<file path="config.mk">
export PLATFORM = sky130hd
export DESIGN_NAME = iolg_io_line_guard
export DESIGN_NICKNAME = d
export VERILOG_FILES = /design/src/iolg_pkg.sv /design/src/iolg_irq.sv /design/src/iolg_io_line_guard.sv
export SDC_FILE = /design/constraint.sdc
export NUM_CORES = 1
export LEC_CHECK = 0
export BUFFER_PORTS_ARGS = -buffer_cell sky130_fd_sc_hd__buf_2
export CAP_MARGIN = 20
export CORE_MARGIN = 3
export CORE_UTILIZATION = 40
export CTS_CLUSTER_DIAMETER = 150
export DETAILED_ROUTE_END_ITERATION = 8
export PLACE_DENSITY = 0.73
export SYNTH_ARGS = -nofsm -noshare
export SYNTH_HDL_FRONTEND = slang
export SYNTH_SLANG_ARGS = --single-unit
</file>
<file path="constraint.sdc">
create_clock -name sys_clk -period 7.9 [get_ports sys_clk]
set_clock_uncertainty 0.05 [all_clocks]
set_input_delay 0.395 -clock sys_clk [delete_from_list [all_inputs] [get_ports sys_clk]]
set_output_delay 0.395 -clock sys_clk [all_outputs]
set_load 0.05 [all_outputs]
</file>
<file path="src/iolg_pkg.sv">
// Register map, field layout and reset values of the I/O line output and write guard.
`default_nettype none
package iolg_pkg;
  localparam int          LINES         = 32;
  localparam int          DATA_W        = 32;
  localparam int          OFFS_W        = 8;
  localparam int          IRQ_W         = 1;
  // Register byte offsets.
  localparam logic [7:0]  OFF_LINE_EN   = 8'h00;
  localparam logic [7:0]  OFF_LINE_DIS  = 8'h04;
  localparam logic [7:0]  OFF_LINE_STAT = 8'h08;
  localparam logic [7:0]  OFF_OUT_EN    = 8'h10;
  localparam logic [7:0]  OFF_OUT_DIS   = 8'h14;
  localparam logic [7:0]  OFF_OUT_STAT  = 8'h18;
  localparam logic [7:0]  OFF_FILT_EN   = 8'h20;
  localparam logic [7:0]  OFF_FILT_DIS  = 8'h24;
  localparam logic [7:0]  OFF_FILT_STAT = 8'h28;
  localparam logic [7:0]  OFF_SET_OUT   = 8'h30;
  localparam logic [7:0]  OFF_CLR_OUT   = 8'h34;
  localparam logic [7:0]  OFF_OUT_DATA  = 8'h38;
  localparam logic [7:0]  OFF_OWR_EN    = 8'hA0;
  localparam logic [7:0]  OFF_OWR_DIS   = 8'hA4;
  localparam logic [7:0]  OFF_OWR_STAT  = 8'hA8;
  localparam logic [7:0]  OFF_GUARD_MOD = 8'hE4;
  localparam logic [7:0]  OFF_GUARD_STA = 8'hE8;
  localparam logic [7:0]  OFF_INT_STAT  = 8'hF0;
  localparam logic [7:0]  OFF_INT_MASK  = 8'hF4;
  // Field positions.
  localparam int          GUARD_ON_BIT  = 0;
  localparam int          VIOL_FLAG_BIT = 0;
  localparam int          VIOL_SRC_LSB  = 8;
  localparam int          IRQ_VIOL_BIT  = 0;
  // Reset values.
  localparam logic [31:0] LINE_RST      = 32'h0000_0000;
  localparam logic [31:0] ZERO_WORD     = 32'h0000_0000;
endpackage
`default_nettype wire

</file>
<file path="src/iolg_irq.sv">
// Sticky interrupt status with write-one-to-clear, a mask and one level interrupt.
`timescale 1ns/100ps
`default_nettype none
module iolg_irq
  import iolg_pkg::*;
#(
  parameter int W = IRQ_W
) (
  input  wire logic         sys_clk,
  input  wire logic         reset,
  input  wire logic [W-1:0] eventIn,
  input  wire logic         statusClrWr,
  input  wire logic [W-1:0] statusClrData,
  input  wire logic         maskWr,
  input  wire logic [W-1:0] maskData,
  output logic      [W-1:0] status_reg,
  output logic      [W-1:0] mask_reg,
  output logic              irq_reg
);
  logic [W-1:0] status_next;
  logic [W-1:0] mask_next;

  // A new event wins over a clear written in the same cycle.
  always_comb begin
    status_next = status_reg;
    if (statusClrWr) begin
      status_next = status_next & ~statusClrData;
    end
    status_next = status_next | eventIn;
    mask_next = maskWr ? maskData : mask_reg;
  end

  // Status, mask and the registered interrupt level.
  always_ff @(posedge sys_clk or posedge reset) begin
    if (reset) begin
      status_reg <= '0;
      mask_reg   <= '0;
      irq_reg    <= 1'b0;
    end else begin
      status_reg <= status_next;
      mask_reg   <= mask_next;
      irq_reg    <= |(status_next & mask_next);
    end
  end
endmodule
`default_nettype wire

</file>
<file path="src/iolg_io_line_guard.sv">
// APB register block for line output data, output write disable and the write guard.
//
// Behaviour
// - While the guard-on bit is set, writes to guarded configuration registers change nothing.
// - A blocked write sets the violation flag and records the targeted offset as its source.
// - Any read of the guard status register clears the violation flag.
// - Line enable, line disable, output enable, output disable and filter enable are guarded.
// - The output write disable register takes writes only while the guard is off.
// - Writing one to a bit of the set-output register sets that line's output data.
// - Writing one to a bit of the output write disable register stops direct data writes.
//
// The APB register port was decided locally.
`timescale 1ns/100ps
`default_nettype none
module iolg_io_line_guard
  import iolg_pkg::*;
#(
  parameter int ADDR_W = 12
) (
  input  wire logic              sys_clk,
  input  wire logic              reset,
  input  wire logic              psel,
  input  wire logic              penable,
  input  wire logic              pwrite,
  input  wire logic [ADDR_W-1:0] paddr,
  input  wire logic [DATA_W-1:0] pwdata,
  input  wire logic [3:0]        pstrb,
  output logic      [DATA_W-1:0] prdata,
  output logic                   pready,
  output logic                   pslverr,
  output logic      [LINES-1:0]  lineOut,
  output logic      [LINES-1:0]  lineOutEnable,
  output logic      [LINES-1:0]  lineCtrlEnable,
  output logic      [LINES-1:0]  lineFilterEnable,
  output logic                   irq
);
  // Offsets whose writes the guard can block.
  // The filter disable and write enable registers are left unguarded on purpose.
  function automatic logic isGuarded(input logic [OFFS_W-1:0] a);
    isGuarded = (a == OFF_LINE_EN) || (a == OFF_LINE_DIS) ||
                (a == OFF_OUT_EN) || (a == OFF_OUT_DIS) ||
                (a == OFF_FILT_EN) || (a == OFF_OWR_DIS);
  endfunction

  // Offsets that answer without an error.
  function automatic logic isMapped(input logic [OFFS_W-1:0] a);
    isMapped = isGuarded(a) || (a == OFF_LINE_STAT) || (a == OFF_OUT_STAT) ||
               (a == OFF_FILT_DIS) || (a == OFF_FILT_STAT) || (a == OFF_SET_OUT) ||
               (a == OFF_CLR_OUT) || (a == OFF_OUT_DATA) || (a == OFF_OWR_EN) ||
               (a == OFF_OWR_STAT) || (a == OFF_GUARD_MOD) || (a == OFF_GUARD_STA) ||
               (a == OFF_INT_STAT) || (a == OFF_INT_MASK);
  endfunction

  logic [LINES-1:0]  line_en_reg;
  logic [LINES-1:0]  out_en_reg;
  logic [LINES-1:0]  filt_en_reg;
  logic [LINES-1:0]  out_data_reg;
  logic [LINES-1:0]  wr_mask_reg;
  logic              guard_on_reg;
  logic              viol_flag_reg;
  logic [OFFS_W-1:0] viol_src_reg;
  logic [DATA_W-1:0] prdata_reg;
  logic              pready_reg;
  logic              pslverr_reg;
  logic [DATA_W-1:0] read_next;
  logic [IRQ_W-1:0]  irqStatus;
  logic [IRQ_W-1:0]  irqMask;
  logic              irqLevel;
  logic [OFFS_W-1:0] offs;
  logic              upperZero;
  logic              hit;
  logic              setupPhase;
  logic              done;
  logic              wrDone;
  logic              rdDone;
  logic              blocked;
  logic              okWr;
  logic              fullWord;

  // Byte lanes other than a full word are treated as a full word write;
  // the line registers are all single-purpose 32-bit bit masks.
  // A write with every strobe bit low changes nothing at all.
  assign fullWord   = |pstrb;
  assign offs       = paddr[OFFS_W-1:0];
  assign upperZero  = (paddr[ADDR_W-1:OFFS_W] == '0);
  assign hit        = upperZero && isMapped(offs);
  assign setupPhase = psel && !penable;
  assign done       = psel && penable && pready_reg;
  assign wrDone     = done && pwrite && hit && fullWord;
  assign rdDone     = done && !pwrite && hit;
  assign blocked    = wrDone && guard_on_reg && isGuarded(offs);
  assign okWr       = wrDone && !blocked;

  // Read data selection; write-only offsets answer zero.
  // Reserved offsets and addresses above the map read as zero as well.
  always_comb begin
    read_next = ZERO_WORD;
    unique case (offs)
      OFF_LINE_STAT: read_next = line_en_reg;
      OFF_OUT_STAT:  read_next = out_en_reg;
      OFF_FILT_STAT: read_next = filt_en_reg;
      OFF_OUT_DATA:  read_next = out_data_reg;
      OFF_OWR_STAT:  read_next = wr_mask_reg;
      OFF_GUARD_MOD: read_next[GUARD_ON_BIT] = guard_on_reg;
      OFF_GUARD_STA: begin
        read_next[VIOL_FLAG_BIT] = viol_flag_reg;
        read_next[VIOL_SRC_LSB +: OFFS_W] = viol_src_reg;
      end
      OFF_INT_STAT:  read_next[IRQ_W-1:0] = irqStatus;
      OFF_INT_MASK:  read_next[IRQ_W-1:0] = irqMask;
      OFF_SET_OUT:   read_next = ZERO_WORD;
      OFF_OWR_DIS:   read_next = ZERO_WORD;
      default:       read_next = ZERO_WORD;
    endcase
    if (!upperZero) begin
      read_next = ZERO_WORD;
    end
  end

  // Slave handshake: the answer is prepared in the setup cycle so that the
  // access phase completes on its first edge from flip-flop outputs.
  // Read side effects are taken at that same edge, never in the setup cycle.
  always_ff @(posedge sys_clk or posedge reset) begin
    if (reset) begin
      pready_reg  <= 1'b0;
      pslverr_reg <= 1'b0;
      prdata_reg  <= ZERO_WORD;
    end else if (setupPhase) begin
      pready_reg  <= 1'b1;
      pslverr_reg <= !hit;
      prdata_reg  <= pwrite ? ZERO_WORD : read_next;
    end else begin
      pready_reg  <= 1'b0;
      pslverr_reg <= 1'b0;
      prdata_reg  <= ZERO_WORD;
    end
  end

  // Line enable state, guarded against writes.
  always_ff @(posedge sys_clk or posedge reset) begin
    if (reset) begin
      line_en_reg <= LINE_RST;
    end else if (okWr && offs == OFF_LINE_EN) begin
      line_en_reg <= line_en_reg | pwdata;
    end else if (okWr && offs == OFF_LINE_DIS) begin
      line_en_reg <= line_en_reg & ~pwdata;
    end
  end

  // Output enable state, guarded against writes.
  always_ff @(posedge sys_clk or posedge reset) begin
    if (reset) begin
      out_en_reg <= LINE_RST;
    end else if (okWr && offs == OFF_OUT_EN) begin
      out_en_reg <= out_en_reg | pwdata;
    end else if (okWr && offs == OFF_OUT_DIS) begin
      out_en_reg <= out_en_reg & ~pwdata;
    end
  end

  // Input filter enable; only the enable side is guarded.
  always_ff @(posedge sys_clk or posedge reset) begin
    if (reset) begin
      filt_en_reg <= LINE_RST;
    end else if (okWr && offs == OFF_FILT_EN) begin
      filt_en_reg <= filt_en_reg | pwdata;
    end else if (okWr && offs == OFF_FILT_DIS) begin
      filt_en_reg <= filt_en_reg & ~pwdata;
    end
  end

  // Output data: set and clear act on any line, direct writes only where allowed.
  always_ff @(posedge sys_clk or posedge reset) begin
    if (reset) begin
      out_data_reg <= LINE_RST;
    end else if (okWr && offs == OFF_SET_OUT) begin
      out_data_reg <= out_data_reg | pwdata;
    end else if (okWr && offs == OFF_CLR_OUT) begin
      out_data_reg <= out_data_reg & ~pwdata;
    end else if (okWr && offs == OFF_OUT_DATA) begin
      out_data_reg <= (out_data_reg & ~wr_mask_reg) | (pwdata & wr_mask_reg);
    end
  end

  // Direct-write permission mask; the disable side is refused under the guard.
  always_ff @(posedge sys_clk or posedge reset) begin
    if (reset) begin
      wr_mask_reg <= LINE_RST;
    end else if (okWr && offs == OFF_OWR_EN) begin
      wr_mask_reg <= wr_mask_reg | pwdata;
    end else if (okWr && offs == OFF_OWR_DIS) begin
      wr_mask_reg <= wr_mask_reg & ~pwdata;
    end
  end

  // Guard mode bit; the mode register itself is never guarded, or the guard
  // could not be turned off again.
  always_ff @(posedge sys_clk or posedge reset) begin
    if (reset) begin
      guard_on_reg <= 1'b0;
    end else if (okWr && offs == OFF_GUARD_MOD) begin
      guard_on_reg <= pwdata[GUARD_ON_BIT];
    end
  end

  // Violation flag and source; a violation in the reading cycle wins over the clear.
  // Only the latest blocked write is remembered, so software that wants every
  // source must read the status after each violation.
  always_ff @(posedge sys_clk or posedge reset) begin
    if (reset) begin
      viol_flag_reg <= 1'b0;
      viol_src_reg  <= '0;
    end else if (blocked) begin
      viol_flag_reg <= 1'b1;
      viol_src_reg  <= offs;
    end else if (rdDone && offs == OFF_GUARD_STA) begin
      viol_flag_reg <= 1'b0;
    end
  end

  // The violation event feeds the sticky interrupt status; a clear written in
  // the same cycle as a new violation loses, so no event is missed.
  iolg_irq #(
    .W (IRQ_W)
  ) u_irq (
    .sys_clk       (sys_clk),
    .reset         (reset),
    .eventIn       (blocked),
    .statusClrWr   (okWr && offs == OFF_INT_STAT),
    .statusClrData (pwdata[IRQ_W-1:0]),
    .maskWr        (okWr && offs == OFF_INT_MASK),
    .maskData      (pwdata[IRQ_W-1:0]),
    .status_reg    (irqStatus),
    .mask_reg      (irqMask),
    .irq_reg       (irqLevel)
  );

  // All outputs come straight from flip-flops.
  // The interrupt level is registered inside the interrupt block.
  assign prdata           = prdata_reg;
  assign pready           = pready_reg;
  assign pslverr          = pslverr_reg;
  assign lineOut          = out_data_reg;
  assign lineOutEnable    = out_en_reg;
  assign lineCtrlEnable   = line_en_reg;
  assign lineFilterEnable = filt_en_reg;
  assign irq              = irqLevel;
endmodule
`default_nettype wire

</file>
==> run_results.csv <==
group,metric,value,unit
outcome,status,"complete, but fails checks",
outcome,violations,"design-rule violations",
timing,fin_setup_tns,0,ns
grt,grt_pass1_vias,8245,
timing,maxSlewViolCount,0,
worst_setup_path,arrival,3.47,ns
worst_setup_path,rrSetupSlack,4.77,ns
worst_setup_path,r2r_start,"pready",
synth,synth-async-reset-ratio,1.00,
finish,syn2layout_area_growth,21.3,%
floorplanning,coreArea,23500,µm²
routing,wire_per_inst,21.6,µm
timing,setup_viol,0,
clock_network,h-tree-depth,1,
worst_setup_path,crit_fanout,36,
clock_network,insertion_delay,0.52,ns
synth,synth_seq_cells,207,
timing,final-hold-violation-count,0,
clock_network,cts.sinks,207,
synth,yosysSeqAreaShare,0.537,
run,maxCapViolCount,0,
routing,drt_wl_total,30100,µm
worst_setup_path,setup.worst_path.end_class,"flop",
clock_network,cts_buffers,24,
finish,nNetsFinal,1107,
worst_setup_path,crit_type,"flop to flop",
grt,grtUsageTotal,0.225,
synth,syn_area,9640,µm²
clock_network,tritoncts,"built",
power,swShare,0.214,
clock_network,clk_pin_slew,0.06,ns
routing,dr.pass1.iters,9,
timing,finalCriticalPeriod,3.13,ns
clock_network,cts_resized,0,
timing,grt_setup_unrepaired,"false",
power,p_switching,516,µW
floorplanning,die_w,161,µm
floorplanning,start_util,0.409,
placed_design,dp_hpwl,18200,µm
placed_design,gp_congestion,0.780,
placed_design,port-buffer-count,215,
timing,period_share,0.396,
synth,synth_fp_nets,964,
routing,vias,8587,
floorplanning,die_area,26000,µm²
power,power.leakage,5.43,nW
routing,dr.first_iter.drc_count,1132,
power,p_int,1.89,mW
synth,synth-edff-count,0,
grt,grt_overflow_total,0,
routing,via_per_inst,6.16,
worst_setup_path,startpoint_type,"flop",
synth,yosysWarnings,0,
synth,yosysUniqueCellTypes,50,
timing,tightest_slew,1.14,ns
clock_network,root_buffer,"clkbuf_16",
routing,antenna_left,0,
floorplanning,die_h,161,µm
worst_hold_path,hold_path_class,"primary input to flop",
clock_network,clk_path_buf_depth,3,
finish,stdcell_count,1393,
grt,grt_pass1_wl,47300,µm
floorplanning,ioPinCount,216,
synth,syn_inst,911,
synth,synth_ff_type,"dfrtp_1",
power,comb_power_share,0.040,
grt,grt_max_degree,84,
worst_setup_path,cp.required,8.25,ns
placed_design,place_inst,1343,
worst_setup_path,startpoint,"pready",
synth,syn_avg_cell_area,10.6,µm²
routing,drc,11,
power,power_frac_seq,0.442,
timing,max_freq,0.320,GHz
floorplanning,rows,56,
finish,drive_gt1_frac,0.298,
power,p_clk_frac,0.519,
timing,max-slew-margin-rel,0.238,
power,power_density,206,nW/µm²
power,ir_drop,0.139,mV
worst_setup_path,reg2reg_depth,5,
grt,antenna_found_initial,4,
## what timing repair did
| item | CTS | global route |
|---|---|---|
| endpoints found under the hold margin | 81 | 0 |
| buffers inserted | 0 | 0 |
| hold buffers | 1 | 0 |
## layer usage
metal,track usage,part of all wire,vias up
li1,-,-,3831
met1,0.309,0.41,4192
met3,0.0487,0.098,59
met2,0.365,0.47,501
met4,0.0626,0.020,4
met5,0,0.00046,-
## layout make-up
cell class	count	area [µm²]
multi-input combinational	583	3950
inverter	9	41.3
fill	2201	11900
sequential	207	5180
clock inverter	9	178
clock buffer	35	733
timing repair buffer	229	1200
tap	319	399
antenna	2	5.00
## logic make-up after synthesis
group	count (synthesis)	share of synthesized area
AO/OA/AOI/OAI	416	0.284
flip-flops	207	0.537
multiplexers	15	0.0164
buffers and inverters	121	0.0561
AND/OR/NAND/NOR	152	0.106
## power groups by stage
stage / combinational [mW] / clock, mW / sequential, mW
after floorplan: 0.0531 / 0 / 1.08
after global placement: 0.0946 / 0 / 1.08
after detailed placement: 0.0955 / 0 / 1.08
after CTS: 0.0961 / 1.27 / 1.06
after global routing: 0.106 / 1.32 / 1.06
final: 0.0959 / 1.25 / 1.06
## metrics by stage
stage / setup slack [ns] / hold WS (ns) / area, µm² / power, mW / utilization
finish: 4.77 / 0.0209 / 11700 / 2.40 / 0.497
global route: 4.52 / 0.0368 / 11700 / 2.48 / 0.497
CTS: 4.78 / 0.00782 / 11600 / 2.43 / 0.495
floorplan: 1.80 / 0.400 / 9640 / 1.14 / -
global placement: 4.47 / 0.417 / 10700 / 1.18 / 0.456
detailed placement: 4.46 / 0.430 / 10700 / 1.18 / 0.456
## synthesized netlist by cell type, types with 3 or more instances
cell type / instances / share of area
a211oi_1: 23 / 0.018
nor3b_1: 21 / 0.016
a21oi_1: 183 / 0.095
nand3_1: 42 / 0.022
and3_1: 4 / 0.0026
buf_6: 7 / 0.0082
inv_1: 9 / 0.0035
a211oi_2: 10 / 0.013
a22oi_1: 23 / 0.018
nand2_1: 7 / 0.0027
dfrtp_1: 207 / 0.54
nor3b_2: 10 / 0.013
nor2_1: 7 / 0.0027
a41oi_1: 3 / 0.0027
nor2b_1: 6 / 0.0039
mux2i_1: 9 / 0.0093
a211oi_4: 4 / 0.0083
nor3_1: 4 / 0.0021
mux2_2: 6 / 0.0070
a31oi_1: 120 / 0.078
and2_1: 32 / 0.021
clkbuf_1: 77 / 0.030
a222oi_1: 39 / 0.040
buf_2: 27 / 0.014
## cells in the final DEF (no fill, tap or decap), types with 5 or more instances in the layout
cell type,count
a211oi_2,10
a21oi_1,183
a22oi_1,23
nor3b_1,21
buf_2,214
a222oi_1,39
clkbuf_8,7
dfrtp_1,207
nand2_1,6
a31oi_1,120
inv_1,8
nor3b_2,10
clkbuf_16,25
a211oi_1,23
bufinv_16,5
and2_1,31
mux2_2,6
nand3_1,42
nor2b_1,6
buf_4,11
mux2i_1,9
## worst max-delay path: stages (launching register included)
cell and delay (ns):
dfrtp_1 0.34, and3_1 0.25, and4_2 0.94, and3_2 1.03
nor3b_1 0.10, a211oi_1 0.28
## how the worst min path moves through the flow
| stage | start | to | slack, ns | cells after the start |
|---|---|---|---|---|
| 2_1_floorplan | viol_flag_reg | viol_flag_reg | 0.40 | 1 |
| 5_1_grt | penable | pready | 0.04 | 2 |
| 6_report | penable | pready | 0.02 | 2 |
| 4_1_cts | penable | pready | 0.008 | 2 |
| 3_3_place_gp | viol_flag_reg | viol_flag_reg | 0.42 | 1 |
| 3_5_place_dp | viol_flag_reg | viol_flag_reg | 0.43 | 1 |
Power figures use the tool's default switching activity.
